## config.mk

```make
export PLATFORM = sky130hd
export DESIGN_NAME = lar_relay_ctrl
export DESIGN_NICKNAME = d
export VERILOG_FILES = /design/src/core/lar_relay_ctrl.v
export VERILOG_INCLUDE_DIRS = /design/src /design/src/core
export SDC_FILE = /design/constraint.sdc
export NUM_CORES = 1
export LEC_CHECK = 0
export BUFFER_PORTS_ARGS = -buffer_cell sky130_fd_sc_hd__buf_2
export CORE_UTILIZATION = 60
export DETAILED_ROUTE_END_ITERATION = 10
export PLACE_DENSITY = 0.91
export SLEW_MARGIN = 20
export SYNTH_ARGS = -nofsm -noshare
export SYNTH_HDL_FRONTEND = slang
export SYNTH_SLANG_ARGS = --single-unit
```

## constraint.sdc

```tcl
create_clock -name pclk -period 7.05 [get_ports pclk]
set_input_delay 0.705 -clock pclk [delete_from_list [all_inputs] [get_ports pclk]]
set_output_delay 0.705 -clock pclk [all_outputs]
set_load 0.005 [all_outputs]
```

## src/core/lar_map.vh

```
`ifndef LAR_MAP_VH
`define LAR_MAP_VH
// ****************************************************************
// Register offsets
// ****************************************************************
`define LAR_OFF_CTRL 12'h000
`define LAR_OFF_DELAY 12'h004
`define LAR_OFF_HI1 12'h008
`define LAR_OFF_LO1 12'h00C
`define LAR_OFF_HI2 12'h010
`define LAR_OFF_LO2 12'h014
`define LAR_OFF_STAT 12'h018
`define LAR_OFF_IRQ_STAT 12'h01C
`define LAR_OFF_IRQ_MASK 12'h020
`define LAR_OFF_LEVEL 12'h024
// ****************************************************************
// Control fields: bit0 ch1 low-acting, bit1 ch2 low-acting,
// bit2 ch1 failsafe, bit3 ch2 failsafe, bit4 restore defaults
// ****************************************************************
`define LAR_CTRL_LOW_ACT 0
`define LAR_CTRL_FAILSAFE 2
`define LAR_CTRL_RESTORE 4
`define LAR_CTRL_RST 4'hC
// ****************************************************************
// Defaults, level in tenths of percent
// ****************************************************************
`define LAR_HI1_RST 10'h190
`define LAR_HI2_RST 10'h320
`define LAR_LO1_RST 10'h0C8
`define LAR_LO2_RST 10'h258
`define LAR_LEVEL_FULL 10'h3E8
`define LAR_DELAY_RST 10'h000
`define LAR_DELAY_MAX 10'h258
// ****************************************************************
// Timing
// ****************************************************************
`define LAR_CLK_HZ 25000000
`define LAR_SEC_NS 1000000000
`define LAR_CLK_NS 40
`endif

```

## src/core/lar_relay_ctrl.v

```verilog
// Operation
// - Two independent alarm channels with own relays
// - One delay value shared by both channels
// - High setpoints default 40% and 80%
// - Low setpoints default 20% and 60%
// - Alarm after condition persists delay, 0-600s
// - High acting: set above high, clear below low
// - Low acting: set below low, clear above high
// - Between setpoints alarm state is held
// - Default action is high acting
// - Non-failsafe: alarm energizes relay, LED on
// - Failsafe: relay energized idle, dropped in alarm
// - Default failsafe enabled
// - Level scale 0 oil to 100 water
//
// Local design decisions: register access over APB and the placing of the registers.
`include "lar_map.vh"
`timescale 1ns/10ps
`default_nettype none
module lar_relay_ctrl #(
    parameter integer NCH = 2,
    parameter integer SEC_CYCLES = `LAR_SEC_NS / `LAR_CLK_NS
)(
    input wire pclk,
    input wire presetn,
    input wire psel,
    input wire penable,
    input wire pwrite,
    input wire [11:0] paddr,
    input wire [31:0] pwdata,
    output reg [31:0] prdata,
    output reg pready,
    output reg pslverr,
    input wire [9:0] level,
    output reg [1:0] relay_coil,
    output reg [1:0] alarm_led,
    output reg irq
);
// ****************************************************************
// Register file
// ****************************************************************
reg [3:0] ctrl_q;
reg [9:0] delay_q;
reg [9:0] hi_q [0:1];
reg [9:0] lo_q [0:1];
reg [1:0] alarm_q;
reg [3:0] irq_stat_q;
reg [3:0] irq_mask_q;
reg [3:0] irq_stat_d;
reg [31:0] rdata_d;
reg addr_ok;
wire acc = psel & ~penable;
wire wr = psel & penable & pready & pwrite;
wire restore = wr && (paddr == `LAR_OFF_CTRL) &&
    pwdata[`LAR_CTRL_RESTORE];
wire [1:0] set_ev;
wire [1:0] clr_ev;
always @*
begin
    rdata_d = 32'h0;
    addr_ok = 1'b1;
    case (paddr)
        `LAR_OFF_CTRL: rdata_d = {28'h0, ctrl_q};
        `LAR_OFF_DELAY: rdata_d = {22'h0, delay_q};
        `LAR_OFF_HI1: rdata_d = {22'h0, hi_q[0]};
        `LAR_OFF_LO1: rdata_d = {22'h0, lo_q[0]};
        `LAR_OFF_HI2: rdata_d = {22'h0, hi_q[1]};
        `LAR_OFF_LO2: rdata_d = {22'h0, lo_q[1]};
        `LAR_OFF_STAT: rdata_d = {28'h0, relay_coil, alarm_q};
        `LAR_OFF_IRQ_STAT: rdata_d = {28'h0, irq_stat_q};
        `LAR_OFF_IRQ_MASK: rdata_d = {28'h0, irq_mask_q};
        `LAR_OFF_LEVEL: rdata_d = {22'h0, level};
        default: addr_ok = 1'b0;
    endcase
end
// Zero-wait-state slave: answer in the cycle after setup
always @(posedge pclk or negedge presetn)
begin
    if (!presetn)
    begin
        pready <= 1'b0;
        pslverr <= 1'b0;
        prdata <= 32'h0;
    end
    else
    begin
        pready <= acc;
        pslverr <= acc & ~addr_ok;
        prdata <= (acc & ~pwrite) ? rdata_d : 32'h0;
    end
end
always @(posedge pclk or negedge presetn)
begin
    if (!presetn)
    begin
        ctrl_q <= `LAR_CTRL_RST;
        delay_q <= `LAR_DELAY_RST;
        hi_q[0] <= `LAR_HI1_RST;
        hi_q[1] <= `LAR_HI2_RST;
        lo_q[0] <= `LAR_LO1_RST;
        lo_q[1] <= `LAR_LO2_RST;
        irq_mask_q <= 4'h0;
    end
    else if (restore)
    begin
        ctrl_q <= `LAR_CTRL_RST;
        delay_q <= `LAR_DELAY_RST;
        hi_q[0] <= `LAR_HI1_RST;
        hi_q[1] <= `LAR_HI2_RST;
        lo_q[0] <= `LAR_LO1_RST;
        lo_q[1] <= `LAR_LO2_RST;
    end
    else if (wr)
    begin
        case (paddr)
            `LAR_OFF_CTRL: ctrl_q <= pwdata[3:0];
            `LAR_OFF_DELAY: delay_q <= (pwdata[9:0] > `LAR_DELAY_MAX) ?
                `LAR_DELAY_MAX : pwdata[9:0];
            `LAR_OFF_HI1: hi_q[0] <= pwdata[9:0];
            `LAR_OFF_LO1: lo_q[0] <= pwdata[9:0];
            `LAR_OFF_HI2: hi_q[1] <= pwdata[9:0];
            `LAR_OFF_LO2: lo_q[1] <= pwdata[9:0];
            `LAR_OFF_IRQ_MASK: irq_mask_q <= pwdata[3:0];
            default: ;
        endcase
    end
end
// ****************************************************************
// Interrupts: alarm set and clear events, write one to clear
// ****************************************************************
always @*
begin
    irq_stat_d = irq_stat_q;
    if (wr && (paddr == `LAR_OFF_IRQ_STAT))
        irq_stat_d = irq_stat_q & ~pwdata[3:0];
    irq_stat_d = irq_stat_d | {clr_ev, set_ev};
end
always @(posedge pclk or negedge presetn)
begin
    if (!presetn)
    begin
        irq_stat_q <= 4'h0;
        irq <= 1'b0;
    end
    else
    begin
        irq_stat_q <= irq_stat_d;
        irq <= |(irq_stat_d & irq_mask_q);
    end
end
// ****************************************************************
// Seconds tick shared by both channels
// ****************************************************************
reg [31:0] presc_q;
reg tick_q;
always @(posedge pclk or negedge presetn)
begin
    if (!presetn)
    begin
        presc_q <= 32'h0;
        tick_q <= 1'b0;
    end
    else if (presc_q == SEC_CYCLES - 1)
    begin
        presc_q <= 32'h0;
        tick_q <= 1'b1;
    end
    else
    begin
        presc_q <= presc_q + 32'h1;
        tick_q <= 1'b0;
    end
end
// ****************************************************************
// Alarm channels
// ****************************************************************
genvar g;
generate
    for (g = 0; g < NCH; g = g + 1)
    begin : g_ch
        reg [9:0] secs_q;
        // Level scale: 0 oil, full scale water
        wire above = level > hi_q[g];
        wire below = level < lo_q[g];
        wire low_act = ctrl_q[`LAR_CTRL_LOW_ACT + g];
        wire fsafe = ctrl_q[`LAR_CTRL_FAILSAFE + g];
        wire set_c = low_act ? below : above;
        wire clr_c = low_act ? above : below;
        wire expired = (secs_q >= delay_q);
        assign set_ev[g] = ~alarm_q[g] & set_c & expired;
        assign clr_ev[g] = alarm_q[g] & clr_c;
        always @(posedge pclk or negedge presetn)
        begin
            if (!presetn)
            begin
                secs_q <= 10'h0;
                alarm_q[g] <= 1'b0;
                alarm_led[g] <= 1'b0;
                relay_coil[g] <= 1'b1;
            end
            else
            begin
                if (!set_c || alarm_q[g])
                    secs_q <= 10'h0;
                else if (tick_q && !expired)
                    secs_q <= secs_q + 10'h1;
                if (set_ev[g])
                    alarm_q[g] <= 1'b1;
                else if (clr_ev[g])
                    alarm_q[g] <= 1'b0;
                alarm_led[g] <= set_ev[g] |
                    (alarm_q[g] & ~clr_ev[g]);
                relay_coil[g] <= fsafe ^ (set_ev[g] |
                    (alarm_q[g] & ~clr_ev[g]));
            end
        end
    end
endgenerate
endmodule // lar_relay_ctrl
`default_nettype wire

```

==> run metrics, run 1 <==
power density over cell area=196 mW/mm²; NumNets Final=992; max capacitance violation total=0; Hold/Removal Path Class=primary input to asynchronous set/reset pin; Global Route Usage Sum=30.5%; final count of hold timing violations=0; DIE WIDTH=117 µm; routability congestion estimate=0.909; hold_ws=0.260 ns; number of antenna cells inserted=0; Final setup viols=0; detailed-router iteration count before antenna repair=8; Design Power=0.00173 W; Max FO, Critical Path=11; area added between synthesis and finish=11.4%; # fillers=893; unrepaired setup endpoints after global routing=no; total wirelength of the detailed-routed design=19300 µm; count of cells resized by post-cts repair=0; post-route clock skew=0.00689 ns; final count of pins violating max slew=0; cell count after placement=1024; routed len/inst=18.3 µm; logic depth of the worst register-to-register path=9; path length in cells of the critical path=9; vias=6639; total buffers and inverters traversed by the critical path=1; unique cell type count in the Yosys netlist=63; fin worst setup slack=3.72 ns; Core Footprint=0.0128 mm²; Commonest cells post-synth=dfrtp_1, nand2_1, nor2_1; Skew-Pair Late Insertion Delay=0.43 ns; effective utilization at floorplan=62.1%; buffer count from post-CTS setup fixing=0; FP Rows=41; count of routing violations after the opening detailed-route iteration=650; overflow left after global routing=0; CTS Sinks=134; register bit total from synthesis=134; clock transition time at the flip-flop clock pins of the worst setup and hold paths=0.06 ns; count leader, synth=dfrtp_1; vias per std cell=6.28; synthesized area divided by synthesized cell count=9.62 µm²; Synthesis Warnings=0; leading cell types by total area after synthesis=dfrtp_1, ha_1, dfstp_2; half-perimeter wire length after placement=13500 µm; worst slew margin relative to its limit=23.0%; Clock Tree Buf Depth=2; DRC violation count after routing=0; leakage dissipation=4.06 nW; kind of capture point of the worst setup path=flop; number of global-route vias before repair=6400; EDFF count, synth=0; largest net degree at the start of global routing=74; post-detailed-route count of antenna-violating nets=0; accumulated negative setup slack=0 ns; crit share post-route=47.2%; CTS H-tree lvls=4; top cell type's share of synthesized area=36.9%; Synth area leader=dfrtp_1; cell-by-cell listing of the critical path=inv_1, ha_1, a21oi_1, o21ai_0, a2111oi_1, or4_1, o31a_1, nor2_1, a221o_1; Setup WS pre-CTS=2.97 ns; worst slew pin tran=1.15 ns; area of the mapped netlist=0.00793 mm²; largest stage delay on the critical path=0.90 ns; CTS Buf Count=17; CP top delay family=compound AO/OA/AOI/OAI gates; share of layout cells above drive strength 1=15.3%; filler-free cell count of the finished design=1057; Root Buffer=clkbuf_16; PortBufs=53; wire length of the first global-routing pass=31500 µm; vertical die dimension=117 µm; CP required=7.35 ns; synthesized netlist cell count=824; share of the yosys chip area belonging to registers=42.6%; number of antenna violations at the first check in global routing=0; Critical-path top delay cell=a2111oi_1; nature of the critical path startpoint=flop; FMAX=301 MHz; result of the run=finished, final reports clean; CTS tree=done; total area of multi-input combinational cells=0.00414 mm²; Synth async-reset ratio=100%; final worst path period need=3.33 ns; commonest register cell after synthesis=dfrtp_1; hold buffers post-CTS=0; Peak VDD IR=0.162 mV; arrival time of data at the critical path endpoint=3.63 ns; die outline area=0.0137 mm²; critical path class=flop to flop; area taken by flip-flops and latches=0.00337 mm²; # IOs=98
-- metal layers --
| layer | GRT usage (%) | wire (µm) | up-vias |
|---|---|---|---|
| li1 | - | - | 2981 |
| met1 | 39.1 | 7850 | 3202 |
| met2 | 47.9 | 8950 | 368 |
| met3 | 7.88 | 1640 | 88 |
| met4 | 15.6 | 856 | 0 |
| met5 | 0 | 0 | - |
-- kinds of logic (layout without fill, tap and decap cells) --
| logic type | after synthesis | after routing | synth area share, % |
|---|---|---|---|
| simple gates | 285 | 285 | 18.0 |
| compound gates | 152 | 152 | 12.4 |
| flops | 134 | 134 | 42.6 |
| buf+inv | 112 | 152 | 6.48 |
| fa+ha+maj | 61 | 61 | 9.62 |
| xor+xnor | 43 | 43 | 4.75 |
| mux | 36 | 36 | 6.18 |
| other cells | 1 | 22 | 0.0473 |
-- report_power, final --
part | internal (W) | total (W) | leakage, nW | switching, W
logic | 0.0000362 | 0.000108 | 2.06 | 0.0000720
clock network | 0.000501 | 0.000840 | 0.272 | 0.000339
registers | 0.000776 | 0.000781 | 1.73 | 0.00000500
-- per-stage QoR --
step / cell area (µm²) / util (%)
6_report: 8830 / 69.2
5_1_grt: 8830 / 69.2
4_1_cts: 8810 / 69.0
3_5_place_dp: 8250 / 64.6
3_3_place_gp: 8250 / 64.6
2_1_floorplan: 8010 / -
-- path summary, 6_finish.rpt --
| check | from | endpoint | slack [ns] |
|---|---|---|---|
| max | hi_q[5] | irq | 3.72 |
| min | presetn | hi_q[3] | 0.26 |
| max reg2reg | hi_q[5] | irq | 3.72 |
| min reg2reg | presc_q[0] | presc_q[0] | 0.45 |
| max in group asynchronous | presetn | presc_q[0] | 5.45 |
| min in group pclk | presc_q[0] | presc_q[0] | 0.45 |
-- state kept, by name, indices dropped and copies added, names as in the netlist --
signal / count
ctrl_q: 4
alarm_q: 2
presc_q: 32
hi_q: 20
pslverr: 1
alarm_led: 2
prdata: 10
delay_q: 10
g_ch.secs_q: 20
irq: 1
tick_q: 1
pready: 1
irq_mask_q: 4
lo_q: 20
relay_coil: 2
irq_stat_q: 4
-- cell usage in the layout, fill, tap and decap left out, drive strengths merged, types with 21 or more instances in the layout --
| cell | instances |
|---|---|
| nor2 | 75 |
| inv | 63 |
| nand4 | 26 |
| o21ai | 33 |
| xor2 | 22 |
| a21oi | 51 |
| clkbuf | 21 |
| xnor2 | 21 |
| buf | 57 |
| ha | 61 |
| nand2 | 78 |
| dfrtp | 117 |
| mux2i | 22 |
| nand3 | 28 |
| conb | 22 |
-- layout make-up --
class	instances	area share, %
clock buffer	20	5.17
clock inverter	12	1.18
inverter	62	2.63
multi-input combinational	599	46.9
sequential	134	38.2
tap	172	2.44
timing repair buffer	58	3.50
No activity file was read; power rests on OpenSTA's default activity.
==> inputs of run 2 (changes only) <==
CORE_UTILIZATION = 53   (was 60)
PLACE_DENSITY = 0.86   (was 0.91)
clock period = 2.8 ns   (was 7.05 ns; I/O delays follow)
==> run 2 against run 1 <==
- global-route usage decreased by 4.1 points
- critical path depth increased by 1
- core utilization decreased by 6.7 points
- sequential share of layout area decreased by 1.2 points
- power increased to 2.7 times the previous value
- clock-buffer cell count decreased by 1
- first-iteration DRC count increased by 2.8%
- combinational power increased to 2.6 times the previous value
==> run metrics, run 2 (synthesis gave the netlist of run 1 again) <==
result of the run=finished, final reports clean; Global Route Usage Sum=26.3% (-4.1 points); arrival time of data at the critical path endpoint=3.08 ns (-0.55 ns); Gate power share=6.0% (-0.3 points); CTS Sinks=134 (unchanged); fraction of the core area covered by cells at the end of the flow=62.4% (-6.7 points); area added between synthesis and finish=14.9%; vias=6656 (+0.26%); Clock Tree Buf Depth=2 (unchanged); clock transition time at the flip-flop clock pins of the worst setup and hold paths=0.06 ns (about the same); share of layout cells above drive strength 1=17.4% (+2.2 points); internal power=0.00366 W (+180%); cell-by-cell listing of the critical path=inv_2, ha_4, nand4_1, a211oi_2, a2111oi_2, buf_4, or2_4, buf_4, mux4_2, xor2_1; final non-filler cell area=0.00911 mm² (+3.1%); nature of the critical path startpoint=flop; critical path class=flop to flop; FP Rows=44 (+7.3%); largest stage delay on the critical path=0.54 ns (-0.36 ns); commonest cells after routing, fill and taps aside=dfrtp_1, nand2_1, nor2_1, inv_1, ha_1; cell count after placement=1053 (+2.8%); # IOs=98 (unchanged); worst slew pin tran=0.924 ns (-0.228 ns); die outline area=0.0155 mm² (+13%); Critical-path top delay cell=dfstp_2; worst slew margin relative to its limit=38.4% (+15 points); part of the total power dissipated in the clock network=52.2% (+3.6 points); Skew-Pair Late Insertion Delay=0.43 ns (about the same); # fillers=1075 (+20%); power density over cell area=517 mW/mm² (+160%); half-perimeter wire length after placement=13500 µm (-0.46%); overflow left after global routing=0 (unchanged); Final setup viols=0 (unchanged); post-detailed-route count of antenna-violating nets=0 (unchanged); final count of pins violating max slew=0 (unchanged); Hold/Removal Path Class=primary input to flop; number of flip-flops under the largest register name=32 (unchanged); detailed-router iteration count before antenna repair=8 (unchanged); largest register by flop count=presc_q; logic depth of the worst register-to-register path=10 (+1); CP required=3.15 ns (-4.20 ns); vertical die dimension=124 µm (+6.3%); final count of hold timing violations=0 (unchanged); vias per std cell=6.12 (-2.5%); most frequent standard cell in the layout excluding fill and tap cells=dfrtp_1; final worst path period need=2.73 ns (-0.599 ns); routed len/inst=17.9 µm (-1.9%); max capacitance violation total=0 (unchanged); accumulated negative setup slack=0 ns (unchanged); sw frac=22.4% (-1.7 points); filler-free cell count of the finished design=1087 (+2.8%); CTS Buf Count=17 (unchanged); CTS tree=done; FMAX=367 MHz (+22%); effective utilization at floorplan=54.4% (-7.7 points); Most Frequent Cell on Critical Path=buf_4; Peak VDD IR=0.453 mV (+180%); kind of capture point of the worst setup path=flop; number of antenna violations at the first check in global routing=1 (+1); count of routing violations after the opening detailed-route iteration=668 (+2.8%); total cell area at the placement stage=0.00841 mm² (+1.9%); post-route clock skew=0.00949 ns (+0.00260 ns); DRC violation count after routing=0 (unchanged); number of global-route vias before repair=6572 (+2.7%); CTS H-tree lvls=4 (unchanged); routability congestion estimate=0.925 (+1.8%); total wirelength of the detailed-routed design=19500 µm (+0.92%); leakage dissipation=4.18 nW (+2.8%); NumNets Final=1010 (+1.8%); Max FO, Critical Path=3 (-8); Cells on Worst Hold Path=3; Root Buffer=clkbuf_16; sequential share of power=41.8% (-3.4 points); crit share post-route=97.4% (+50 points); switching power total=0.00105 W (+150%); wire length of the first global-routing pass=32300 µm (+2.7%); PortBufs=53 (unchanged); DIE WIDTH=124 µm (+6.3%); Core Footprint=0.0146 mm² (+14%); largest net degree at the start of global routing=100 (+35%)
run 2: changes by cell type in the layout (fill, tap and decap cells not counted), sizes merged:
| cell | before | now |
|---|---|---|
| clkinvlp | 3 | 2 |
| clkbuf | 21 | 19 |
| clkinv | 7 | 4 |
| bufinv | 1 | 5 |
| diode | 0 | 1 |
| buf | 57 | 75 |
| dlygate4sd3 | 0 | 1 |
run 2: power by group through the flow:
stage	Sequential, W	Combinational, W	Clock [W]
after floorplan	0.00200	0.000151	0
after global placement	0.00200	0.000264	0
after CTS	0.00197	0.000278	0.00248
final	0.00197	0.000284	0.00246
after global routing	0.00197	0.000313	0.00256
after detailed placement	0.00200	0.000271	0
run 2: layout make-up:
class	instances	area, µm²	share of cell area [%]
clock buffer	19	443	4.86
inverter	62	233	2.55
tap	184	230	2.53
multi-input combinational	599	4170	45.7
clock inverter	12	201	2.21
sequential	134	3370	37.0
timing repair buffer	76	459	5.04
antenna	1	2.50	0.0275
run 2: path summary, 6_finish.rpt:
path / slack, ns / to / startpoint
worst min register to register: 0.46 / presc_q[0] / presc_q[0]
worst min-delay path: 0.13 / pready / psel
min in group asynchronous: 0.51 / hi_q[3] / presetn
max in group asynchronous: 1.54 / presc_q[13] / presetn
worst max register to register: 0.07 / relay_coil[1] / hi_q[9]
worst max-delay path: 0.07 / relay_coil[1] / hi_q[9]
run 2: layer usage:
metal	vias up	GRT usage, %	part of all wire, %
met5	-	0	0
met4	0	14.3	4.7
met3	93	6.57	8.3
met2	340	41.5	47
met1	3200	33.3	40
li1	3023	-	-
run 2: repair_timing:
| item | in CTS | in global routing |
|---|---|---|
| resized for setup | 0 | 9 |
| hold buffers | 1 | 0 |
| buffers inserted | 0 | 2 |
| setup endpoints to repair | 0 | 6 |
| hold endpoints to repair | 24 | 0 |
run 2: worst max-delay path, delay by kind of cell (launching register included):
kind / cells / cell delay [ns]
mux: 1 / 0.46
compound gates: 2 / 0.39
simple gates: 2 / 0.49
buf+inv: 3 / 0.34
fa+ha+maj: 1 / 0.26
flops: 1 / 0.54
xor+xnor: 1 / 0.17
run 2: metrics by stage:
| step | hold slack, ns | power, W | setup WS [ns] |
|---|---|---|---|
| 2_1_floorplan | -0.0156 | 0.00215 | 0.292 |
| 3_3_place_gp | 0.440 | 0.00227 | 0.200 |
| 3_5_place_dp | 0.451 | 0.00227 | 0.0772 |
| 4_1_cts | 0.103 | 0.00473 | 0.0646 |
| 5_1_grt | 0.126 | 0.00484 | -0.00562 |
| 6_report | 0.126 | 0.00471 | 0.0728 |
